## src/common/tcrs_defines.vh

```
// Register map, field positions, reset values and timing counts for the
// time code reference and format select block.
// Assumes a 250 MHz system clock and a 32-bit classic Wishbone slave.
`ifndef TCRS_DEFINES_VH
`define TCRS_DEFINES_VH

// ==========================================================================
// Register byte offsets
`define TCRS_ADDR_W 4
`define TCRS_OFF_CTRL 4'h0
`define TCRS_OFF_STAT 4'h4
`define TCRS_OFF_IRQ_STAT 4'h8
`define TCRS_OFF_IRQ_MASK 4'hc

// ==========================================================================
// Control register fields
`define TCRS_CTRL_FILM_IN 0
`define TCRS_CTRL_FMT_LO 1
`define TCRS_CTRL_FMT_HI 2
`define TCRS_CTRL_RATE_LO 3
`define TCRS_CTRL_RATE_HI 4
`define TCRS_CTRL_REF_LO 5
`define TCRS_CTRL_REF_HI 7
`define TCRS_CTRL_W 8
`define TCRS_CTRL_RST 8'h00

// Reader format codes
`define TCRS_FMT_FILM 2'h0
`define TCRS_FMT_GEN 2'h1
`define TCRS_FMT_SYSTEM 2'h2

// Film frame rate codes
`define TCRS_RATE_24 2'h0
`define TCRS_RATE_25 2'h1
`define TCRS_RATE_30 2'h2

// Generator reference source codes
`define TCRS_REF_INT 3'h0
`define TCRS_REF_VID 3'h1
`define TCRS_REF_AUX 3'h2
`define TCRS_REF_PWR 3'h3
`define TCRS_REF_RDR 3'h4

// ==========================================================================
// Interrupt bits
`define TCRS_IRQ_W 3
`define TCRS_IRQ_VID_LOST 0
`define TCRS_IRQ_REF_CHG 1
`define TCRS_IRQ_FMT_CHG 2

// ==========================================================================
// Timing
`define TCRS_CLK_MHZ 250
`define TCRS_FLASH_MS 250
`define TCRS_FLASH_CYC (`TCRS_FLASH_MS * `TCRS_CLK_MHZ * 1000)
`define TCRS_VID_TMO_MS 100
`define TCRS_VID_TMO_CYC (`TCRS_VID_TMO_MS * `TCRS_CLK_MHZ * 1000)
// NTSC pull-down: drop one tick in every thousand
`define TCRS_NTSC_DIV 1000

`endif

```

## src/core/tcrs_ref_mux.v

```verilog
// Generator reference selector: picks one speed tick source and flags a
// missing video reference.
// Assumes every tick input is a one-cycle pulse synchronous to clk_i.
`timescale 1ns/10ps
`include "tcrs_defines.vh"

module tcrs_ref_mux #(
    parameter VID_TMO = `TCRS_VID_TMO_CYC
) (
    input wire clk_i,
    input wire rst_i,
    input wire [2:0] ref_sel_i,
    input wire xtal_tick_i,
    input wire vid_a_tick_i,
    input wire vid_b_tick_i,
    input wire aux_tick_i,
    input wire pwr_tick_i,
    input wire rdr_tick_i,
    output reg ref_tick_o,
    output reg vid_present_o
);

    reg [31:0] vid_cnt_q;
    wire vid_tick;

    assign vid_tick = vid_a_tick_i | vid_b_tick_i;

    // =====================================================================
    // Video watchdog: presence drops after a silent timeout
    always @(posedge clk_i) begin
        if (rst_i) begin
            vid_cnt_q <= 32'h0;
            vid_present_o <= 1'b0;
        end else if (vid_tick) begin
            vid_cnt_q <= 32'h0;
            vid_present_o <= 1'b1;
        end else if (vid_cnt_q >= VID_TMO - 1) begin
            vid_present_o <= 1'b0;
        end else begin
            vid_cnt_q <= vid_cnt_q + 32'h1;
        end
    end

    // =====================================================================
    // One source only reaches the generator
    always @(posedge clk_i) begin
        if (rst_i) begin
            ref_tick_o <= 1'b0;
        end else begin
            case (ref_sel_i)
                `TCRS_REF_INT: ref_tick_o <= xtal_tick_i;
                `TCRS_REF_VID: ref_tick_o <= vid_tick;
                `TCRS_REF_AUX: ref_tick_o <= aux_tick_i;
                `TCRS_REF_PWR: ref_tick_o <= pwr_tick_i;
                `TCRS_REF_RDR: ref_tick_o <= rdr_tick_i;
                default: ref_tick_o <= xtal_tick_i;
            endcase
        end
    end

endmodule

```

## src/core/tcrs_top.v

```verilog
// Time code reference and reader format selection with Wishbone registers.
// Assumes classic Wishbone single cycles and pulse inputs synchronous to clk_i.
`timescale 1ns/10ps
`include "tcrs_defines.vh"

// Function
// - Film input decodes biphase or tach/direction
// - Film format counts at film frame rate
// - Generator format copies generator code type
// - System slave follows master deck code type
// - System master reference uses controller type
// - Stand-alone master follows generator code type
// - Selected reference drives generator and system speed
// - Internal source uses crystal, lights its indicator
// - Video source locks to either video input
// - Missing video flashes indicator, posts error
// - Auxiliary source locks to 50-60 Hz input
// - Power line source uses AC power_line_tick_i
// - Reader source uses incoming time code
// - Frame rate 24/25/30 shown on indicators
// - NTSC reference slows biphase by 0.1%
module tcrs_top #(
    parameter FLASH_CYC = `TCRS_FLASH_CYC,
    parameter VID_TMO = `TCRS_VID_TMO_CYC
) (
    input wire clk_i,
    input wire rst_i,
    input wire wb_cyc_i,
    input wire wb_stb_i,
    input wire wb_we_i,
    input wire [`TCRS_ADDR_W-1:0] wb_adr_i,
    input wire [3:0] wb_sel_i,
    input wire [31:0] wb_dat_i,
    output reg [31:0] wb_dat_o,
    output reg wb_ack_o,
    output reg irq_o,
    input wire gen_running_i,
    input wire is_master_i,
    input wire in_controller_i,
    input wire is_ref_transport_i,
    input wire ntsc_ref_i,
    input wire [1:0] gen_code_type_i,
    input wire [1:0] master_code_type_i,
    input wire [1:0] ctrl_ref_code_type_i,
    input wire [1:0] ref_transport_code_type_i,
    input wire film_biphase_i,
    input wire film_tach_i,
    input wire film_dir_i,
    input wire xtal_tick_i,
    input wire external_video_input_a_i,
    input wire external_video_input_b_i,
    input wire aux_tick_i,
    input wire power_line_tick_i,
    input wire timecode_input_tick_i,
    output reg film_pulse_o,
    output reg film_dir_o,
    output reg [1:0] reader_code_type_o,
    output reg reader_film_rate_o,
    output reg [1:0] film_rate_o,
    output reg [2:0] rate_led_o,
    output reg gen_ref_tick_o,
    output reg biphase_tick_o,
    output reg led_int_o,
    output reg led_vid_o,
    output reg led_aux_o,
    output reg led_pwr_o,
    output reg led_rdr_o,
    output reg gen_ref_err_o
);

    // =====================================================================
    // Register state
    reg [`TCRS_CTRL_W-1:0] ctrl_q;
    reg [`TCRS_IRQ_W-1:0] irq_stat_q;
    reg [`TCRS_IRQ_W-1:0] irq_mask_q;
    reg [`TCRS_IRQ_W-1:0] irq_ev;
    reg [31:0] rd_d;
    reg [31:0] flash_cnt_q;
    reg flash_q;
    reg [9:0] ntsc_cnt_q;
    reg vid_present_q;
    reg [2:0] ref_prev_q;
    reg [1:0] fmt_prev_q;
    reg [1:0] code_d;
    wire film_in_tach;
    wire [1:0] fmt_sel;
    wire [1:0] rate_sel;
    wire [2:0] ref_sel;
    wire ref_tick;
    wire vid_present;
    wire wb_req;
    wire wr_ctrl;
    wire wr_stat;
    wire wr_mask;

    assign film_in_tach = ctrl_q[`TCRS_CTRL_FILM_IN];
    assign fmt_sel = ctrl_q[`TCRS_CTRL_FMT_HI:`TCRS_CTRL_FMT_LO];
    assign rate_sel = ctrl_q[`TCRS_CTRL_RATE_HI:`TCRS_CTRL_RATE_LO];
    assign ref_sel = ctrl_q[`TCRS_CTRL_REF_HI:`TCRS_CTRL_REF_LO];

    // Write one to clear mask from the low byte lane
    function [`TCRS_IRQ_W-1:0] clr_mask;
        input wr;
        input [3:0] sel;
        input [31:0] dat;
        begin
            clr_mask = (wr && sel[0]) ? dat[`TCRS_IRQ_W-1:0] : {`TCRS_IRQ_W{1'b0}};
        end
    endfunction

    // =====================================================================
    // Wishbone slave: one wait state, ack drops the cycle after it rises
    assign wb_req = wb_cyc_i & wb_stb_i & ~wb_ack_o;
    assign wr_ctrl = wb_req & wb_we_i & (wb_adr_i == `TCRS_OFF_CTRL) & wb_sel_i[0];
    assign wr_stat = wb_req & wb_we_i & (wb_adr_i == `TCRS_OFF_IRQ_STAT);
    assign wr_mask = wb_req & wb_we_i & (wb_adr_i == `TCRS_OFF_IRQ_MASK) & wb_sel_i[0];

    // Read mux; unmapped addresses read zero and still ack
    always @* begin
        rd_d = 32'h0;
        case (wb_adr_i)
            `TCRS_OFF_CTRL: rd_d[`TCRS_CTRL_W-1:0] = ctrl_q;
            `TCRS_OFF_STAT: rd_d[5:0] = {gen_ref_err_o, vid_present_q, reader_code_type_o,
                                         film_rate_o};
            `TCRS_OFF_IRQ_STAT: rd_d[`TCRS_IRQ_W-1:0] = irq_stat_q;
            `TCRS_OFF_IRQ_MASK: rd_d[`TCRS_IRQ_W-1:0] = irq_mask_q;
            default: rd_d = 32'h0;
        endcase
    end

    always @(posedge clk_i) begin
        if (rst_i) begin
            wb_ack_o <= 1'b0;
            wb_dat_o <= 32'h0;
        end else begin
            wb_ack_o <= wb_req;
            wb_dat_o <= wb_req ? rd_d : 32'h0;
        end
    end

    // =====================================================================
    // Control register: film input, format, rate and reference select
    always @(posedge clk_i) begin
        if (rst_i) begin
            ctrl_q <= `TCRS_CTRL_RST; // Film format and internal ref by default
        end else if (wr_ctrl) begin
            ctrl_q <= wb_dat_i[`TCRS_CTRL_W-1:0];
        end
    end

    // =====================================================================
    // Film follower input: biphase edges or tach with separate direction
    always @(posedge clk_i) begin
        if (rst_i) begin
            film_pulse_o <= 1'b0;
            film_dir_o <= 1'b0;
        end else if (film_in_tach) begin
            film_pulse_o <= film_tach_i;
            film_dir_o <= film_dir_i;
        end else begin
            film_pulse_o <= film_biphase_i;
            film_dir_o <= 1'b1; // Biphase carries no direction pin; assume forward
        end
    end

    // =====================================================================
    // Reader code type resolution
    always @* begin
        code_d = rate_sel;
        case (fmt_sel)
            `TCRS_FMT_FILM: code_d = rate_sel;
            `TCRS_FMT_GEN: code_d = gen_code_type_i;
            `TCRS_FMT_SYSTEM: begin
                if (!is_master_i) begin
                    code_d = master_code_type_i;
                end else if (in_controller_i) begin
                    if (is_ref_transport_i) begin
                        code_d = ctrl_ref_code_type_i;
                    end else begin
                        code_d = ref_transport_code_type_i;
                    end
                end else begin
                    code_d = gen_code_type_i;
                end
            end
            default: code_d = rate_sel;
        endcase
    end

    always @(posedge clk_i) begin
        if (rst_i) begin
            reader_code_type_o <= `TCRS_RATE_24;
            reader_film_rate_o <= 1'b1;
            film_rate_o <= `TCRS_RATE_24;
            rate_led_o <= 3'h1;
        end else begin
            reader_code_type_o <= code_d;
            reader_film_rate_o <= (fmt_sel == `TCRS_FMT_FILM);
            film_rate_o <= rate_sel;
            // One-hot frame rate indicators 24, 25, 30
            case (rate_sel)
                `TCRS_RATE_24: rate_led_o <= 3'h1;
                `TCRS_RATE_25: rate_led_o <= 3'h2;
                `TCRS_RATE_30: rate_led_o <= 3'h4;
                default: rate_led_o <= 3'h1;
            endcase
        end
    end

    // =====================================================================
    // Reference source mux and video watchdog
    tcrs_ref_mux #(
        .VID_TMO(VID_TMO)
    ) u_ref_mux (
        .clk_i(clk_i),
        .rst_i(rst_i),
        .ref_sel_i(ref_sel),
        .xtal_tick_i(xtal_tick_i),
        .vid_a_tick_i(external_video_input_a_i),
        .vid_b_tick_i(external_video_input_b_i),
        .aux_tick_i(aux_tick_i),
        .pwr_tick_i(power_line_tick_i),
        .rdr_tick_i(timecode_input_tick_i),
        .ref_tick_o(ref_tick),
        .vid_present_o(vid_present)
    );

    // =====================================================================
    // Generator speed tick plus NTSC pull-down for the biphase generator
    always @(posedge clk_i) begin
        if (rst_i) begin
            gen_ref_tick_o <= 1'b0;
            biphase_tick_o <= 1'b0;
            ntsc_cnt_q <= 10'h0;
        end else begin
            gen_ref_tick_o <= ref_tick & gen_running_i;
            biphase_tick_o <= 1'b0;
            if (ref_tick && gen_running_i) begin
                if (ntsc_cnt_q == `TCRS_NTSC_DIV - 1) begin
                    ntsc_cnt_q <= 10'h0;
                    biphase_tick_o <= ~ntsc_ref_i; // Drop 1 in 1000 ticks
                end else begin
                    ntsc_cnt_q <= ntsc_cnt_q + 10'h1;
                    biphase_tick_o <= 1'b1;
                end
            end
        end
    end

    // =====================================================================
    // Flash divider for the video indicator; slow enable, single clock
    always @(posedge clk_i) begin
        if (rst_i) begin
            flash_cnt_q <= 32'h0;
            flash_q <= 1'b0;
        end else if (flash_cnt_q >= FLASH_CYC - 1) begin
            flash_cnt_q <= 32'h0;
            flash_q <= ~flash_q;
        end else begin
            flash_cnt_q <= flash_cnt_q + 32'h1;
        end
    end

    // =====================================================================
    // Source indicators; error flashes even when the generator is idle
    always @(posedge clk_i) begin
        if (rst_i) begin
            led_int_o <= 1'b0;
            led_vid_o <= 1'b0;
            led_aux_o <= 1'b0;
            led_pwr_o <= 1'b0;
            led_rdr_o <= 1'b0;
            gen_ref_err_o <= 1'b0;
            vid_present_q <= 1'b0;
        end else begin
            vid_present_q <= vid_present;
            gen_ref_err_o <= (ref_sel == `TCRS_REF_VID) & ~vid_present;
            led_int_o <= gen_running_i & (ref_sel == `TCRS_REF_INT);
            if (ref_sel == `TCRS_REF_VID && !vid_present) begin
                led_vid_o <= flash_q;
            end else begin
                led_vid_o <= gen_running_i & (ref_sel == `TCRS_REF_VID);
            end
            led_aux_o <= gen_running_i & (ref_sel == `TCRS_REF_AUX);
            led_pwr_o <= gen_running_i & (ref_sel == `TCRS_REF_PWR);
            led_rdr_o <= gen_running_i & (ref_sel == `TCRS_REF_RDR);
        end
    end

    // =====================================================================
    // Sticky interrupt status: set wins over a write-one clear
    always @* begin
        irq_ev = {`TCRS_IRQ_W{1'b0}};
        irq_ev[`TCRS_IRQ_VID_LOST] = vid_present_q & ~vid_present;
        irq_ev[`TCRS_IRQ_REF_CHG] = (ref_prev_q != ref_sel);
        irq_ev[`TCRS_IRQ_FMT_CHG] = (fmt_prev_q != code_d);
    end

    always @(posedge clk_i) begin
        if (rst_i) begin
            irq_stat_q <= {`TCRS_IRQ_W{1'b0}};
            irq_mask_q <= {`TCRS_IRQ_W{1'b0}};
            ref_prev_q <= `TCRS_REF_INT;
            fmt_prev_q <= `TCRS_RATE_24;
            irq_o <= 1'b0;
        end else begin
            ref_prev_q <= ref_sel;
            fmt_prev_q <= code_d;
            irq_stat_q <= (irq_stat_q & ~clr_mask(wr_stat, wb_sel_i, wb_dat_i)) | irq_ev;
            if (wr_mask) begin
                irq_mask_q <= wb_dat_i[`TCRS_IRQ_W-1:0];
            end
            irq_o <= |(irq_stat_q & irq_mask_q);
        end
    end

endmodule
```

## config.mk

```make
export PLATFORM = sky130hd
export DESIGN_NAME = tcrs_top
export DESIGN_NICKNAME = d
export VERILOG_FILES = /design/src/core/tcrs_ref_mux.v /design/src/core/tcrs_top.v
export VERILOG_INCLUDE_DIRS = /design/src /design/src/common
export SDC_FILE = /design/constraint.sdc
export NUM_CORES = 1
export LEC_CHECK = 0
export ABC_AREA = 1
export ABC_CLOCK_PERIOD_IN_PS = 2400
export BUFFER_PORTS_ARGS = -buffer_cell sky130_fd_sc_hd__clkbuf_2
export CELL_PAD_IN_SITES_DETAIL_PLACEMENT = 1
export CELL_PAD_IN_SITES_GLOBAL_PLACEMENT = 1
export CORE_MARGIN = 2
export CORE_UTILIZATION = 39
export DETAILED_ROUTE_END_ITERATION = 12
export GPL_ROUTABILITY_DRIVEN = 0
export PLACE_DENSITY = 0.8
export SETUP_SLACK_MARGIN = 0.4
export SKIP_CTS_REPAIR_TIMING = 1
export SLEW_MARGIN = 5
export SYNTH_ARGS = -nofsm -noshare
export SYNTH_HDL_FRONTEND = slang
export SYNTH_SLANG_ARGS = --single-unit
```

## constraint.sdc

```tcl
create_clock -name clk_i -period 2.4 [get_ports clk_i]
set_clock_uncertainty 0.1 [all_clocks]
set_input_delay 0.48 -clock clk_i [delete_from_list [all_inputs] [get_ports clk_i]]
set_output_delay 0.48 -clock clk_i [all_outputs]
set_load 0.1 [all_outputs]
```

# --- Word-level counts from Yosys, hierarchy flattened ---
# Cells that the tools add are included.
op_classes:
  n_addsub: 3
  magnitude_cmp: 2
  n_eq_ne: 14
  mux: 16
  bitwise: 28
  reduce_logical: 14
op_table:
  columns: ["op", "count"]
  rows:
  - ["$add A32 B1 Y32 const B", 2]
  - ["$ge A32 B25 Y1 const B", 1]
  - ["$ge A32 B26 Y1 const B", 1]
  - ["$and A1 B1 Y1", 16]
  - ["$pmux W3 S2", 2]
  - ["$pmux W3 S4", 1]
  - ["$add A10 B1 Y10 const B", 1]
  - ["$eq A10 B10 Y1 const B", 1]
  - ["$mux W10", 1]
  - ["$eq A4 B4 Y1 const B", 2]
  - ["$reduce_or A2 Y1", 4]
  - ["$not A1 Y1", 7]
  - ["$and A3 B3 Y3", 2]
  - ["$eq A3 B2 Y1 const B", 2]
  - ["$mux W1", 6]
  - ["$mux W2", 3]
  - ["$reduce_or A3 Y1", 2]
  - ["$eq A2 B1 Y1 const B", 2]
  - ["$eq A2 B2 Y1 const B", 2]
  - ["$eq A4 B3 Y1 const B", 1]
  - ["$logic_not A4 Y1", 1]
  - ["$pmux W1 S4", 1]
  - ["$pmux W2 S2", 1]
  - ["$eq A3 B1 Y1 const B", 1]
  - ["other kinds (12)", 14]
word_totals:
  ff_bits: 147
  in_bits: 67
  out_inout_bits: 52

# --- Longest topological paths before layout ---
logic_depth:
  word_depth: 9
  depth_mapped: 12

# --- By module ---
# A second synthesis with hierarchy kept.
unflattened:
  hier_cells: 867
  hier_area_um2: 6177.2
modules_own_cells:
  columns: ["module", "n_inst", "cells_per_inst", "area_per_inst_um2"]
  rows:
  - ["tcrs_top", 1, 549, 4184.0]
  - ["tcrs_ref_mux", 1, 318, 1993.2]

# --- Least setup slack after synthesis ---
# OpenSTA, ideal clock, no wires.
synth_path:
  path_kind: "reg2reg"
  startpoint: "reg wb_ack_o"
  endpoint: "reg ctrl_q[6]"
  setup_time_ns: 0.122
  arrival_ns: 1.689
  setup_slack_ns: 0.489
  path_stages_with_launch: 8
  path_cell_list: "dfxtp_1 nand3b_1 nor2_1 inv_1 nor2_1 inv_2 o21ai_0 a21oi_1"
synth_via:
  elab_chain_cells: 5
synth_lines:
  columns: ["element", "line_no", "text"]
  rows:
  - ["start: declaration", "tcrs_top.v:35", "output reg wb_ack_o,"]
  - ["start signal: assignment", "tcrs_top.v:136", "wb_ack_o <= wb_req;"]
  - ["$not A1 Y1", "tcrs_top.v:113", "assign wb_req = wb_cyc_i & wb_stb_i & ~wb_ack_o;"]
  - ["$and A1 B1 Y1", "tcrs_top.v:113", null]
  - ["$and A1 B1 Y1 (3 in a row)", "tcrs_top.v:114", "assign wr_ctrl = wb_req & wb_we_i & (wb_adr_i == `TCRS_OFF_CTRL) & wb_sel_i[0];"]
  - ["end signal: assignment", "tcrs_top.v:145", "ctrl_q <= `TCRS_CTRL_RST;"]
  - ["end signal: assignment", "tcrs_top.v:147", "ctrl_q <= wb_dat_i[`TCRS_CTRL_W-1:0];"]
  - ["end: declaration", "tcrs_top.v:73", "reg [`TCRS_CTRL_W-1:0] ctrl_q;"]
# Every way passes these cells.
# A chain may end at the register's enable or synchronous reset.

==> impl_results.rst <==
.. list-table::
   :header-rows: 1

   * - Metric
     - Value
   * - Run status
     - finished clean
   * - Area enclosed by the die boundary
     - 16100 um2
   * - Hold Crit Class
     - in2reg
   * - Antenna Cells
     - 0
   * - Number of remaining DRC errors
     - 0
   * - Worst path top cell family by delay
     - buffers and inverters
   * - PnR Total Power
     - 5.08 mW
   * - Flip-flop and latch count after synthesis
     - 123
   * - Die H
     - 127 um
   * - TritonCTS clock tree
     - built
   * - Clock buffer depth
     - 2
   * - Total of buffers placed on input and output ports
     - 67
   * - Clock tree root buffer cell
     - sky130_fd_sc_hd__clkbuf_16
   * - Total number of vias
     - about 5500
   * - Number of nets with antenna violations after detailed routing
     - 0
   * - Clock slew seen by the registers of the worst setup and hold paths
     - 0.05 ns
   * - Met2 WL post-DR
     - 8200 um
   * - Final Critical Period
     - 1.89 ns
   * - Routed wire per std cell
     - 14.5 um
   * - Number of library cell types mapped by synthesis
     - 39
   * - Mean cell area of the mapped netlist
     - 6.97 um2
   * - Crit path required time
     - 1.82 ns
   * - Slowest CP cell
     - sky130_fd_sc_hd__clkbuf_2
   * - Worst max-slew margin expressed relative to the limit
     - 62.4%
   * - F_max
     - 0.529 GHz
   * - Cell Area, Synth
     - 5910 um2
   * - Fin nets
     - 1009
   * - Routed via count divided by cell count
     - 4.90
   * - Reported leakage power
     - 2.93 nW
   * - Count of flip-flops with a built-in enable after synthesis
     - 0
   * - Crit path buffers/inverters
     - 1
   * - Cell count after synthesis
     - 847
   * - Vias in the first global route
     - 5914
   * - Most frequent cells in the layout
     - 199 x sky130_fd_sc_hd__nand2_1, 139 x sky130_fd_sc_hd__nor2_1, 121 x sky130_fd_sc_hd__dfxtp_1, 101 x sky130_fd_sc_hd__inv_1, 67 x sky130_fd_sc_hd__clkbuf_2
   * - Wire length after detailed routing
     - 16300 um
   * - Leading cell type in the layout, fill and taps excluded
     - sky130_fd_sc_hd__nand2_1
   * - Tcrit/Tclk final
     - roughly four fifths
   * - Starting utilization of the core area
     - 40.3%
   * - RSZ-0062 raised after global routing
     - no
   * - Antenna violations before repair
     - 0
   * - Post-DP HPWL
     - 11300 um
   * - Dominant synthesized flop cell
     - sky130_fd_sc_hd__dfxtp_1
   * - Layout Area Growth over Synthesis
     - 19.8%
   * - GRT Overall Usage
     - 20.9%
   * - Number of maximum-capacitance constraint violations
     - 0
   * - Clock latency at the later pin of the worst-skew pair
     - 0.42 ns
   * - Peak fanout along the critical path
     - 4
   * - Number of buffers created by CTS
     - 17
   * - Final slew viol count
     - 0
   * - Total power per unit cell area
     - just over 700 nW/um2
   * - Wire length of the first global-routing pass
     - ~27000 um
   * - Worst-margin pin slew
     - 0.566 ns
   * - Leftover overflow at the end of global routing
     - 0
   * - Width of the die
     - 127 um
   * - CP Cell Sequence
     - clkbuf_2
   * - Uppermost signal routing layer after detailed routing
     - met4
   * - Detailed-routed wire length on met3
     - 650 um
   * - CP Class
     - reg2out
   * - Worst reg-to-reg setup slack
     - 0.56 ns
   * - Largest incremental delay on the critical path
     - 0.49 ns
   * - Seq/Total Area, Yosys
     - 41.7%
   * - Syn. warnings
     - 0
   * - Total clock sinks
     - 123
   * - Maximum number of pins on one net before global-route repair
     - 33
   * - Number of hold-slack violations in the final timing report
     - 0
   * - Final setup fails
     - 0
   * - Sum Neg Setup Slack
     - 0 ns
   * - Worst path arrival time
     - 1.31 ns
   * - Peak supply drop
     - 0.422 mV
   * - Share of final-layout standard cells stronger than drive strength 1
     - about 15%
   * - Crit end category
     - output pin
   * - I/O pin count
     - roughly 120
   * - Drt pass-1 iters
     - 4
   * - Kind of start point of the critical path
     - flip-flop
   * - Starting DRT DRC Count
     - 275
   * - Number of core rows
     - 44
   * - Length of routed wiring on met1
     - 7220 um
   * - Area of the core region
     - roughly 15000 um2
   * - Number of H-tree levels
     - 4
   * - FFs w/ async S/R, synth
     - 0%
-- registers in the layout, summed over array words and instances, names as in the netlist, 2 cells and up --
name                 flops
flash_cnt_q             32
film_rate_o              2
rate_led_o               3
ref_prev_q               3
fmt_prev_q               2
u_ref_mux.vid_cnt_q     32
ctrl_q                   8
wb_dat_o                 8
irq_mask_q               3
irq_stat_q               3
ntsc_cnt_q              10
-- kinds of logic (layout without fill, tap and decap cells) --
family / after synthesis / in the layout / synth area share, %
simple gates: 451 / 452 / 32.5
xor+xnor: 29 / 29 / 4.30
compound gates: 91 / 91 / 8.71
flops: 123 / 123 / 41.7
buf+inv: 144 / 214 / 11.1
fa+ha+maj: 8 / 8 / 1.69
other cells: 1 / 30 / 0.0635
-- through the flow --
step | area, um2 | instances | hold WS (ns) | worst slack, ns | util [%]
global placement | 6400 | 1098 | 0.315 | 0.487 | 43.7
CTS | 7010 | 1130 | 0.174 | 0.401 | 47.9
global route | 7070 | 1131 | 0.190 | 0.412 | 48.3
finish | 7070 | 1131 | 0.184 | 0.511 | 48.3
detailed placement | 6400 | 1098 | 0.318 | 0.408 | 43.7
floorplan | 6010 | 876 | 0.308 | 0.489 | -
-- path summary, 6_finish.rpt --
path                      startpoint  depth (start not counted)                      end
max                    fmt_prev_q[0]                          1    reader_code_type_o[0]
min                       ntsc_ref_i                          2           biphase_tick_o
max reg2reg  u_ref_mux.vid_cnt_q[19]                          8  u_ref_mux.vid_cnt_q[18]
min reg2reg  u_ref_mux.vid_cnt_q[26]                          2  u_ref_mux.vid_cnt_q[26]
-- where the power goes --
part / leakage (nW) / switching, mW / internal (mW)
Clock: 0.292 / 0.958 / 1.71
Combinational: 1.64 / 0.280 / 0.0516
Sequential: 0.997 / 0.0119 / 2.06
Total: 2.93 / 1.25 / 3.83
-- routing by layer --
| metal | track usage (%) | vias to the layer above |
|---|---|---|
| met1 | 24.4 | 2604 |
| met5 | 0 | - |
| met4 | 7.69 | 0 |
| met2 | 37.3 | 115 |
| li1 | - | 2797 |
| met3 | 4.82 | 26 |
-- cells in the mapped netlist (2+ instances only) --
cell                       instances  area (um2)
sky130_fd_sc_hd__buf_2             6        30.0
sky130_fd_sc_hd__a31oi_1           4        25.0
sky130_fd_sc_hd__nand2_4           2        22.5
sky130_fd_sc_hd__inv_1           102         383
sky130_fd_sc_hd__a221oi_1          2        17.5
sky130_fd_sc_hd__nand3_1          59         295
sky130_fd_sc_hd__xor2_1           20         175
sky130_fd_sc_hd__nor2_2            7        43.8
sky130_fd_sc_hd__o21ai_0          23         115
sky130_fd_sc_hd__a21oi_1          49         245
sky130_fd_sc_hd__clkbuf_1          8        30.0
sky130_fd_sc_hd__nand3b_1          6        45.0
sky130_fd_sc_hd__or2_2             3        18.8
sky130_fd_sc_hd__nand4_1           5        31.3
sky130_fd_sc_hd__xnor2_1           9        78.8
sky130_fd_sc_hd__buf_6             2        22.5
sky130_fd_sc_hd__nor4_1            3        18.8
sky130_fd_sc_hd__nor2_1          140         526
sky130_fd_sc_hd__dfxtp_1         123        2460
sky130_fd_sc_hd__nand2_1         200         751
sky130_fd_sc_hd__o21ai_1           2        10.0
sky130_fd_sc_hd__nor3b_1           2        15.0
sky130_fd_sc_hd__inv_2             2        7.51
sky130_fd_sc_hd__or2_0             2        12.5
sky130_fd_sc_hd__nor3_1           17        85.1
sky130_fd_sc_hd__a21oi_2           5        43.8
sky130_fd_sc_hd__ha_1              8         100
sky130_fd_sc_hd__buf_4            24         180
sky130_fd_sc_hd__a41oi_1           2        17.5
-- worst reg2reg max path, cell delays in order, from the launching register on --
cell,delay [ns]
sky130_fd_sc_hd__dfxtp_1,0.44
sky130_fd_sc_hd__nand2_1,0.18
sky130_fd_sc_hd__nor3_4,0.26
sky130_fd_sc_hd__nand2_2,0.10
sky130_fd_sc_hd__nor2_4,0.10
sky130_fd_sc_hd__nand2_4,0.15
sky130_fd_sc_hd__buf_6,0.21
sky130_fd_sc_hd__nand3_1,0.10
sky130_fd_sc_hd__a21oi_1,0.07
-- layout make-up --
| type | instances | area, um2 |
|---|---|---|
| Sequential cell | 123 | 2460 |
| Clock buffer | 22 | 474 |
| Inverter | 104 | 390 |
| Multi-Input combinational cell | 610 | 2950 |
| Fill cell | 1927 | 7570 |
| Timing Repair Buffer | 78 | 422 |
| Clock inverter | 10 | 140 |
| Tap cell | 184 | 230 |
Power figures use the tool's default switching activity.
